==> src/include/cctmr_defines.vh <==
`ifndef CCTMR_DEFINES_VH
`define CCTMR_DEFINES_VH

// ----------------------------------------
// Register word offsets (byte addresses)
// ----------------------------------------
`define CCTMR_ADR_CNT_HIGH 6'h00
`define CCTMR_ADR_CNT_LOW 6'h04
`define CCTMR_ADR_RLD_HIGH 6'h08
`define CCTMR_ADR_RLD_LOW 6'h0C
`define CCTMR_ADR_CAP_HIGH 6'h10
`define CCTMR_ADR_CAP_LOW 6'h14
`define CCTMR_ADR_CONTROL 6'h18
`define CCTMR_ADR_STATUS 6'h1C

// ----------------------------------------
// Control register fields
// ----------------------------------------
`define CCTMR_CTL_ENABLE 7
`define CCTMR_CTL_MODE 6
`define CCTMR_CTL_POLARITY 5
`define CCTMR_CTL_OUT_INIT 4
`define CCTMR_CTL_PRESC_HI 2
`define CCTMR_CTL_PRESC_LO 0

// ----------------------------------------
// Status register fields
// ----------------------------------------
`define CCTMR_STS_EVENT 0
`define CCTMR_STS_CAPTURED 1
`define CCTMR_STS_RUNNING 2

// ----------------------------------------
// Reset and restart values
// ----------------------------------------
`define CCTMR_RESTART_COUNT 16'h0001
`define CCTMR_RST_COUNT 16'h0001
`define CCTMR_RST_RELOAD 16'hFFFF
`define CCTMR_RST_CAPTURE 16'h0000
`define CCTMR_RST_CONTROL 8'h00

`endif

==> src/verilog/cctmr_edge_detect.v <==
`timescale 1ns/100ps

// Detects the selected transition on the timer input
module cctmr_edge_detect (
    input wire clk,
    input wire rst,
    input wire din,
    input wire falling,
    output wire active_level,
    output wire active_edge
);

    reg prev_q;

    // Polarity turns the selected edge into a rising edge of active_level
    assign active_level = din ^ falling;
    assign active_edge = active_level && !(prev_q ^ falling);

    always @(posedge clk) begin
        if (rst) begin
            prev_q <= 1'b0;
        end else begin
            prev_q <= din;
        end
    end

endmodule

==> src/verilog/cctmr_prescaler.v <==
`timescale 1ns/100ps

// Prescale by 2^sel; tick is a one-cycle enable, cleared while stopped
module cctmr_prescaler #(
    parameter SEL_W = 3
) (
    input wire clk,
    input wire rst,
    input wire run,
    input wire [SEL_W-1:0] sel,
    output wire tick
);

    reg [127:0] div_q;
    wire [127:0] div_d;
    wire [127:0] mask;

    assign mask = (128'h1 << sel) - 128'h1;
    assign div_d = ((div_q & mask) == mask) ? 128'h0 : div_q + 128'h1;
    assign tick = run && ((div_q & mask) == mask);

    always @(posedge clk) begin
        if (rst || !run) begin
            div_q <= 128'h0;
        end else begin
            div_q <= div_d;
        end
    end

endmodule

==> src/verilog/cctmr_top.v <==
`timescale 1ns/100ps
`include "cctmr_defines.vh"

module cctmr_top #(
    parameter CNT_W = 16,
    parameter PRESC_W = 3
) (
    input wire CLOCK,
    input wire RESET,
    input wire WB_CYC_I,
    input wire WB_STB_I,
    input wire WB_WE_I,
    input wire [5:0] WB_ADR_I,
    input wire [3:0] WB_SEL_I,
    input wire [31:0] WB_DAT_I,
    output reg [31:0] WB_DAT_O,
    output wire WB_ACK_O,
    input wire TIMER_IN,
    output wire TIMER_OUT,
    output wire TIMER_EVENT
);

    // ----------------------------------------
    // States
    // ----------------------------------------
    localparam ST_IDLE = 3'b001;
    localparam ST_ARMED = 3'b010;
    localparam ST_COUNT = 3'b100;

    reg [2:0] state_q;
    reg [2:0] state_d;
    reg [CNT_W-1:0] count_q;
    reg [CNT_W-1:0] count_d;
    reg [CNT_W-1:0] reload_q;
    reg [CNT_W-1:0] capture_q;
    reg [7:0] hold_low_q;
    reg [7:0] control_q;
    reg out_q;
    reg event_q;
    reg event_flag_q;
    reg captured_flag_q;
    reg ack_q;

    wire enabled;
    wire mode_capture;
    wire tick;
    wire active_level;
    wire active_edge;
    wire bus_req;
    wire wr;
    wire rd;
    wire hit_reload;
    wire reload_event;
    wire capture_event;

    assign enabled = control_q[`CCTMR_CTL_ENABLE];
    assign mode_capture = control_q[`CCTMR_CTL_MODE];

    // ----------------------------------------
    // Wishbone slave, one wait state
    // ----------------------------------------
    // Ack is registered so read data comes from flip-flops in the ack cycle
    assign bus_req = WB_CYC_I && WB_STB_I && !ack_q;
    assign wr = bus_req && WB_WE_I && WB_SEL_I[0];
    assign rd = bus_req && !WB_WE_I;
    assign WB_ACK_O = ack_q;

    always @(posedge CLOCK) begin
        if (RESET) begin
            ack_q <= 1'b0;
        end else begin
            ack_q <= bus_req;
        end
    end

    always @(posedge CLOCK) begin
        if (RESET) begin
            WB_DAT_O <= 32'h0;
        end else if (rd) begin
            case (WB_ADR_I)
                `CCTMR_ADR_CNT_HIGH: WB_DAT_O <= {24'h0, count_q[15:8]};
                `CCTMR_ADR_CNT_LOW: WB_DAT_O <= {24'h0, enabled ? hold_low_q : count_q[7:0]};
                `CCTMR_ADR_RLD_HIGH: WB_DAT_O <= {24'h0, reload_q[15:8]};
                `CCTMR_ADR_RLD_LOW: WB_DAT_O <= {24'h0, reload_q[7:0]};
                `CCTMR_ADR_CAP_HIGH: WB_DAT_O <= {24'h0, capture_q[15:8]};
                `CCTMR_ADR_CAP_LOW: WB_DAT_O <= {24'h0, capture_q[7:0]};
                `CCTMR_ADR_CONTROL: WB_DAT_O <= {24'h0, control_q};
                `CCTMR_ADR_STATUS: WB_DAT_O <= {29'h0, state_q == ST_COUNT, captured_flag_q, event_flag_q};
                default: WB_DAT_O <= 32'h0;
            endcase
        end
    end

    // Low byte snapshot; reads have no other side effect on counting
    always @(posedge CLOCK) begin
        if (RESET) begin
            hold_low_q <= 8'h00;
        end else if (rd && enabled && WB_ADR_I == `CCTMR_ADR_CNT_HIGH) begin
            hold_low_q <= count_q[7:0];
        end
    end

    // ----------------------------------------
    // Configuration registers
    // ----------------------------------------
    always @(posedge CLOCK) begin
        if (RESET) begin
            reload_q <= `CCTMR_RST_RELOAD;
            control_q <= `CCTMR_RST_CONTROL;
        end else if (wr) begin
            case (WB_ADR_I)
                `CCTMR_ADR_RLD_HIGH: reload_q[15:8] <= WB_DAT_I[7:0];
                `CCTMR_ADR_RLD_LOW: reload_q[7:0] <= WB_DAT_I[7:0];
                `CCTMR_ADR_CONTROL: control_q <= WB_DAT_I[7:0];
                default: control_q <= control_q;
            endcase
        end
    end

    // ----------------------------------------
    // Input edge and prescaler
    // ----------------------------------------
    cctmr_edge_detect u_edge (
        .clk(CLOCK),
        .rst(RESET),
        .din(TIMER_IN),
        .falling(control_q[`CCTMR_CTL_POLARITY]),
        .active_level(active_level),
        .active_edge(active_edge)
    );

    // Gated mode stops the prescaler too, so its phase is cleared to zero while gated off
    cctmr_prescaler #(
        .SEL_W(PRESC_W)
    ) u_presc (
        .clk(CLOCK),
        .rst(RESET),
        .run(state_q == ST_COUNT && enabled && (mode_capture || active_level)),
        .sel(control_q[`CCTMR_CTL_PRESC_HI:`CCTMR_CTL_PRESC_LO]),
        .tick(tick)
    );

    // ----------------------------------------
    // Counter control
    // ----------------------------------------
    assign hit_reload = tick && count_q == reload_q;
    // Enable gates both sources, so a disable write cannot let one last event slip out
    assign capture_event = state_q == ST_COUNT && enabled && mode_capture && active_edge;
    assign reload_event = hit_reload || capture_event;

    always @* begin
        state_d = state_q;
        case (state_q)
            ST_IDLE: begin
                if (enabled) begin
                    state_d = ST_ARMED;
                end
            end
            ST_ARMED: begin
                if (!enabled) begin
                    state_d = ST_IDLE;
                end else if (mode_capture ? active_edge : active_level) begin
                    state_d = ST_COUNT;
                end
            end
            ST_COUNT: begin
                if (!enabled) begin
                    state_d = ST_IDLE;
                end
            end
            default: state_d = ST_IDLE;
        endcase
    end

    always @* begin
        count_d = count_q;
        if (state_q == ST_COUNT && reload_event) begin
            count_d = `CCTMR_RESTART_COUNT;
        end else if (state_q == ST_COUNT && tick) begin
            count_d = count_q + 16'h0001;
        end
        // Direct writes have no holding register; each byte lands alone
        if (wr && WB_ADR_I == `CCTMR_ADR_CNT_HIGH) begin
            count_d[15:8] = WB_DAT_I[7:0];
        end
        if (wr && WB_ADR_I == `CCTMR_ADR_CNT_LOW) begin
            count_d[7:0] = WB_DAT_I[7:0];
        end
    end

    always @(posedge CLOCK) begin
        if (RESET) begin
            state_q <= ST_IDLE;
            count_q <= `CCTMR_RST_COUNT;
            capture_q <= `CCTMR_RST_CAPTURE;
        end else begin
            state_q <= state_d;
            count_q <= count_d;
            if (capture_event) begin
                capture_q <= count_q;
            end
        end
    end

    // ----------------------------------------
    // Output, event pulse and status
    // ----------------------------------------
    // Output level is preset from control while disabled so software picks the idle level
    always @(posedge CLOCK) begin
        if (RESET) begin
            out_q <= 1'b0;
            event_q <= 1'b0;
        end else begin
            event_q <= state_q == ST_COUNT && reload_event;
            if (!enabled) begin
                out_q <= control_q[`CCTMR_CTL_OUT_INIT];
            end else if (state_q == ST_COUNT && reload_event) begin
                out_q <= !out_q;
            end
        end
    end

    assign TIMER_OUT = out_q;
    assign TIMER_EVENT = event_q;

    // Sticky flags; a new event in the clearing cycle wins
    always @(posedge CLOCK) begin
        if (RESET) begin
            event_flag_q <= 1'b0;
            captured_flag_q <= 1'b0;
        end else begin
            if (state_q == ST_COUNT && reload_event) begin
                event_flag_q <= 1'b1;
            end else if (wr && WB_ADR_I == `CCTMR_ADR_STATUS && WB_DAT_I[`CCTMR_STS_EVENT]) begin
                event_flag_q <= 1'b0;
            end
            if (capture_event) begin
                captured_flag_q <= 1'b1;
            end else if (wr && WB_ADR_I == `CCTMR_ADR_STATUS && WB_DAT_I[`CCTMR_STS_CAPTURED]) begin
                captured_flag_q <= 1'b0;
            end
        end
    end

endmodule
==> config.mk <==
export PLATFORM = sky130hd
export DESIGN_NAME = cctmr_top
export DESIGN_NICKNAME = d
export VERILOG_FILES = /design/src/verilog/cctmr_edge_detect.v /design/src/verilog/cctmr_prescaler.v /design/src/verilog/cctmr_top.v
export VERILOG_INCLUDE_DIRS = /design/src /design/src/include
export SDC_FILE = /design/constraint.sdc
export NUM_CORES = 1
export LEC_CHECK = 0
export BUFFER_PORTS_ARGS = -buffer_cell sky130_fd_sc_hd__buf_2
export CAP_MARGIN = 20
export CORE_MARGIN = 1.5
export CORE_UTILIZATION = 55
export CTS_CLUSTER_DIAMETER = 40
export CTS_CLUSTER_SIZE = 28
export DETAILED_ROUTE_END_ITERATION = 8
export PLACE_DENSITY = 0.84
export SLEW_MARGIN = 25
export SYNTH_ARGS = -nofsm -noshare
export SYNTH_HDL_FRONTEND = slang
export SYNTH_SLANG_ARGS = --single-unit
export TNS_END_PERCENT = 30
==> constraint.sdc <==
create_clock -name CLOCK -period 2.6 [get_ports CLOCK]
set_input_delay 0.52 -clock CLOCK [delete_from_list [all_inputs] [get_ports CLOCK]]
set_output_delay 0.52 -clock CLOCK [all_outputs]
set_load 0.05 [all_outputs]
==> impl.org <==
** Status
- Result of the run :: completed

** Worst setup path
- Largest fanout on the critical path :: 8
- Arrival time at the worst endpoint :: 2980 ps
- The critical path is of the register to register type.
- The worst register-to-register path begins at count_q[10]$_SDFFE_PP0P_.
- Across all register-to-register paths, the minimum setup slack is 20 ps.
- The worst setup path is captured at a register.
- Data on the critical path is required at its endpoint by about 3000 ps.
- The signal on the critical path passes through xor2_1 -> nor4_1 -> nand4_1 -> or3_1 -> and2_0 -> o211ai_1 -> o311ai_2.
- Highest-delay cell along the critical path :: sky130_fd_sc_hd__dfxtp_1
- The worst setup path is launched from a register.
- R2R Path End :: count_q[9]$_SDFFE_PP0P_
- For the worst flop-to-flop path, the logic depth is 7.
- The most critical setup path has its startpoint at count_q[10]$_SDFFE_PP0P_.
- Delay of the slowest cell on the worst path :: approximately 540 ps

** Yosys
- In this run the cell area of the synthesized design comes to 10,900 um^2.
- By area the synthesized netlist is led by sky130_fd_sc_hd__dfxtp_1 (38%), sky130_fd_sc_hd__nor2_1 (7.6%), sky130_fd_sc_hd__xor2_1 (6.5%).
- Main combinational cell family by area after synthesis :: simple AND/OR/NAND/NOR gates
- Most repeated cell in the gate-level netlist after synthesis :: sky130_fd_sc_hd__nor2_1
- Summing the areas of all xor and xnor instances in the mapped netlist gives 11.3% of the synthesized area.
- Most frequent cells after synthesis :: sky130_fd_sc_hd__nor2_1 (219), sky130_fd_sc_hd__dfxtp_1 (209), sky130_fd_sc_hd__nand2_1 (95)
- Summing the areas of all compound-gate instances in the mapped netlist gives 6.67% of the synthesized area.
- The netlist uses 65 different library cells.
- Synth warn :: 0
- Counting flops with a built-in enable in the synthesized netlist gives 0.
- Top cell type's share of synthesized area :: approximately two fifths
- Register area share after synthesis :: roughly two fifths
- After Yosys synthesis, and, or, nand and nor cells account for between 30 and 40% of the synthesized area.
- Post-synthesis share of cell area spent on full adders, half adders and majority gates :: less than 1%
- The cell count after synthesis came out at approximately 1,300.
- Share of synthesized area spent on multiplexers :: ~6%
- In the synthesized netlist the async set-or-reset flop fraction comes to 0%.
- In the synthesized netlist the dominant register cell turns out to be sky130_fd_sc_hd__dfxtp_1.
- The synthesized design spends more area on one cell type than any other, namely sky130_fd_sc_hd__dfxtp_1.
- Mean cell area of the mapped netlist :: between 8 and 9 um^2
- Counting flops and latches in the post-synthesis netlist gives between 200 and 250.

** Routing
- DRT antenna net count :: 0
- Remaining design rule violation count :: 0
- Average detailed-routed wire length per instance :: between 15 and 20 um
- Via count normalized by instance count :: 5.97
- For this run, the detailed router's first-pass iteration total came to 5.
- Via count :: around 9,900
- Detailed Route WL :: approximately 29,000 um
- In this run, the number of DRC markers left after iteration 0 of detailed routing was approximately 900.

** Clocking
- Clock sink count :: 209
- In this run the clock root is driven by a sky130_fd_sc_hd__clkbuf_16.
- For the worst-skew pair, the clock arrives at the later sink with an insertion delay of 540 ps.
- TritonCTS clock tree :: built
- CTS clock-pin slew for the worst setup and hold paths :: approximately 60 ps
- Maximum count of clock buffers along a single path :: 3
- Clock buffers created by TritonCTS :: 30
- # hold bufs at CTS :: 0
- CTS built an H-tree with a depth of 1.
- Buffers inserted during post-CTS setup optimization :: 0

** Floorplanning
- The floorplan step defined a core boundary enclosing 19,500 um^2.
- The initial utilization of the core area, before any placement, comes to 55.9%.
- Die Span Y :: approximately 140 um
- The die covers 20,600 um^2.
- Number of placed I/O pins :: 83
- Site row count :: 51
- The floorplan step set the die width to 144 um.

** Global route
- The via count of the first global-routing pass is around 9,300.
- Pin count of the biggest net entering global routing :: 47
- Global Route Usage Sum :: about 28%
- Grt ovf :: 0
- Wire length of the first global-routing pass :: roughly 46,000 um
- Initial antenna violation count :: 0

** STA
- Setup repair after global routing could not meet its margin everywhere.
- At the pin with the least slew margin, the transition time is 631 ps.
- The worst path meets setup with approximately 19 ps of slack.
- Normalized max-slew margin :: 57.6%
- Hold_ws :: 255 ps
- The clock arrives with roughly 11 ps of skew.
- The routed design could run at a clock period as short as around 2600 ps.
- The hold violation total from the final report is 0.
- For this run, the top clock speed supported by timing is about 390 MHz.
- Setup violations remaining at the end of the flow were counted as 0.
- Post-route fraction of the period consumed by the critical path :: between 90% and 100%
- Max-slew violation count :: 0

** Final layout
- Fraction of final layout cells sized beyond drive strength 1 :: between 10% and 20%
- Cell Count, Final, Fillers Out :: between 1,500 and 2,000
- ANT cells :: 0
- Relative to the synthesized area, the layout overhead comes to 18.5%.
- In the final design database the tool counted about 1,400 nets.
- The finished cells cover around 13,000 um^2.

** Pwr
- IR analysis of the VDD net gives a maximum drop of a little over 0.5 mV.
- Sequential Power Share :: between 40 and 50%
- Switching part of the total power :: about 22%
- Of the total power, combinational logic draws 3.2%.
- Pwr/cell area :: a little over 600 nW/um^2
- Switching component of the power :: ~1700 uW
- Internal power contribution :: approximately 6100 uW
- Relative contribution of the clock network to total power :: a little under three fifths
- Static Leakage :: approximately 0.0045 uW

** Hold path
- Endpoint with the worst hold slack :: u_edge.prev_q$_SDFF_PP0_
- Hold depth :: 2
- The startpoint identified for the worst hold timing path is TIMER_IN.
- Worst Hold Class :: input pin to register

** Placed design
- OpenSTA, run right after detailed placement, puts the worst setup slack at -53.1 ps.
- Routability-driven placement finished with a final weighted congestion of roughly 1.0.
- Post-DP Area :: 11,700 um^2
- Once placement completed, the tool counted placed cells totaling ~1,600.
- During placement, the flow inserted port buffers numbering 31.
- After legalization and detailed placement, the total HPWL measured between 15,000 and 20,000 um.

** Flow run
- Max-cap violations in this run came to 0.
==> registers in the layout (all words and copies together) (netlist names) <==
signal and count:
TIMER_EVENT 1, TIMER_OUT 1, WB_ACK_O 1, WB_DAT_O 8, capture_q 16, captured_flag_q 1, control_q 8, count_q 16
event_flag_q 1, hold_low_q 8, reload_q 16, state_q 3, u_edge.prev_q 1, u_presc.div_q 128
==> metal layers <==
metal  part of all wire [%]  up-vias  GRT usage [%]
li1                       -     4646              -
met1                     40     4708           34.1
met2                     49      439           47.3
met3                    7.2      104           4.27
met4                    4.3        0           13.7
met5                      0        -              0
==> critical path: cells and delay by family (launching register included) <==
kind,cells,cell delay [ps]
AO/OA/AOI/OAI,2,360
flip-flops,1,540
AND/OR/NAND/NOR,4,1420
XOR/XNOR,1,120
==> placed cells by master, fill, tap and decap left out, types with 16 or more instances in the layout <==
cell,n
sky130_fd_sc_hd__nand2_1,91
sky130_fd_sc_hd__nand4_1,62
sky130_fd_sc_hd__buf_4,81
sky130_fd_sc_hd__nand3_1,68
sky130_fd_sc_hd__mux2i_1,41
sky130_fd_sc_hd__clkbuf_16,31
sky130_fd_sc_hd__xnor2_1,60
sky130_fd_sc_hd__o211ai_1,21
sky130_fd_sc_hd__conb_1,24
sky130_fd_sc_hd__nor4_1,16
sky130_fd_sc_hd__xor2_1,81
sky130_fd_sc_hd__buf_2,31
sky130_fd_sc_hd__nor2_1,217
sky130_fd_sc_hd__a211o_1,17
sky130_fd_sc_hd__inv_1,23
sky130_fd_sc_hd__dfxtp_1,207
sky130_fd_sc_hd__nor3_1,40
sky130_fd_sc_hd__nor2b_1,27
sky130_fd_sc_hd__and3_1,24
==> power groups by stage <==
| stage | Sequential (uW) | Combinational [uW] | Clock (uW) |
|---|---|---|---|
| 2_1_floorplan | 3300 | 191 | 0 |
| 3_5_place_dp | 3290 | 239 | 0 |
| 4_1_cts | 3220 | 241 | 4360 |
| 3_3_place_gp | 3290 | 236 | 0 |
| 6_report | 3220 | 247 | 4350 |
| 5_1_grt | 3220 | 259 | 4500 |
==> how the worst max path moves through the flow <==
| stage | endpoint | slack (ps) |
|---|---|---|
| after floorplan | u_presc.div_q[53]$_SDFF_PP0_ | -6 |
| after global placement | count_q[9]$_SDFFE_PP0P_ | -10 |
| after detailed placement | count_q[9]$_SDFFE_PP0P_ | -50 |
| after CTS | count_q[9]$_SDFFE_PP0P_ | 40 |
| after global routing | count_q[9]$_SDFFE_PP0P_ | -40 |
| final | count_q[9]$_SDFFE_PP0P_ | 20 |
==> area by class of cell <==
class / instances / area, um^2
clock buffer: 38 / 842
clock inverter: 17 / 246
fill: 1439 / 6570
inverter: 24 / 90.1
multi-input combinational: 988 / 6350
sequential: 209 / 4190
tap: 265 / 332
timing repair buffer: 117 / 846
==> cells by family after synthesis <==
family,after synthesis
adder cells (fa/ha/maj),4
other,1
AO/OA/AOI/OAI,98
multiplexers,57
flip-flops,209
buffers and inverters,111
XOR/XNOR,141
AND/OR/NAND/NOR,664
==> stage by stage <==
| stage | power (uW) | utilization, % | TNS [ps] |
|---|---|---|---|
| after CTS | 7830 | 65.8 | 0 |
| after global routing | 7990 | 66.3 | -61.6 |
| after global placement | 3530 | 60.2 | -11.1 |
| after floorplan | 3490 | - | -113 |
| final | 7820 | 66.3 | 0 |
| after detailed placement | 3530 | 60.2 | -96.7 |
==> timing repair <==
item / CTS / global route
pin swaps: 2 / 9
resized for setup: 2 / 24
gates cloned: 0 / 1
endpoints found under the setup margin: 2 / 19
(Power assumes the default switching activity.)
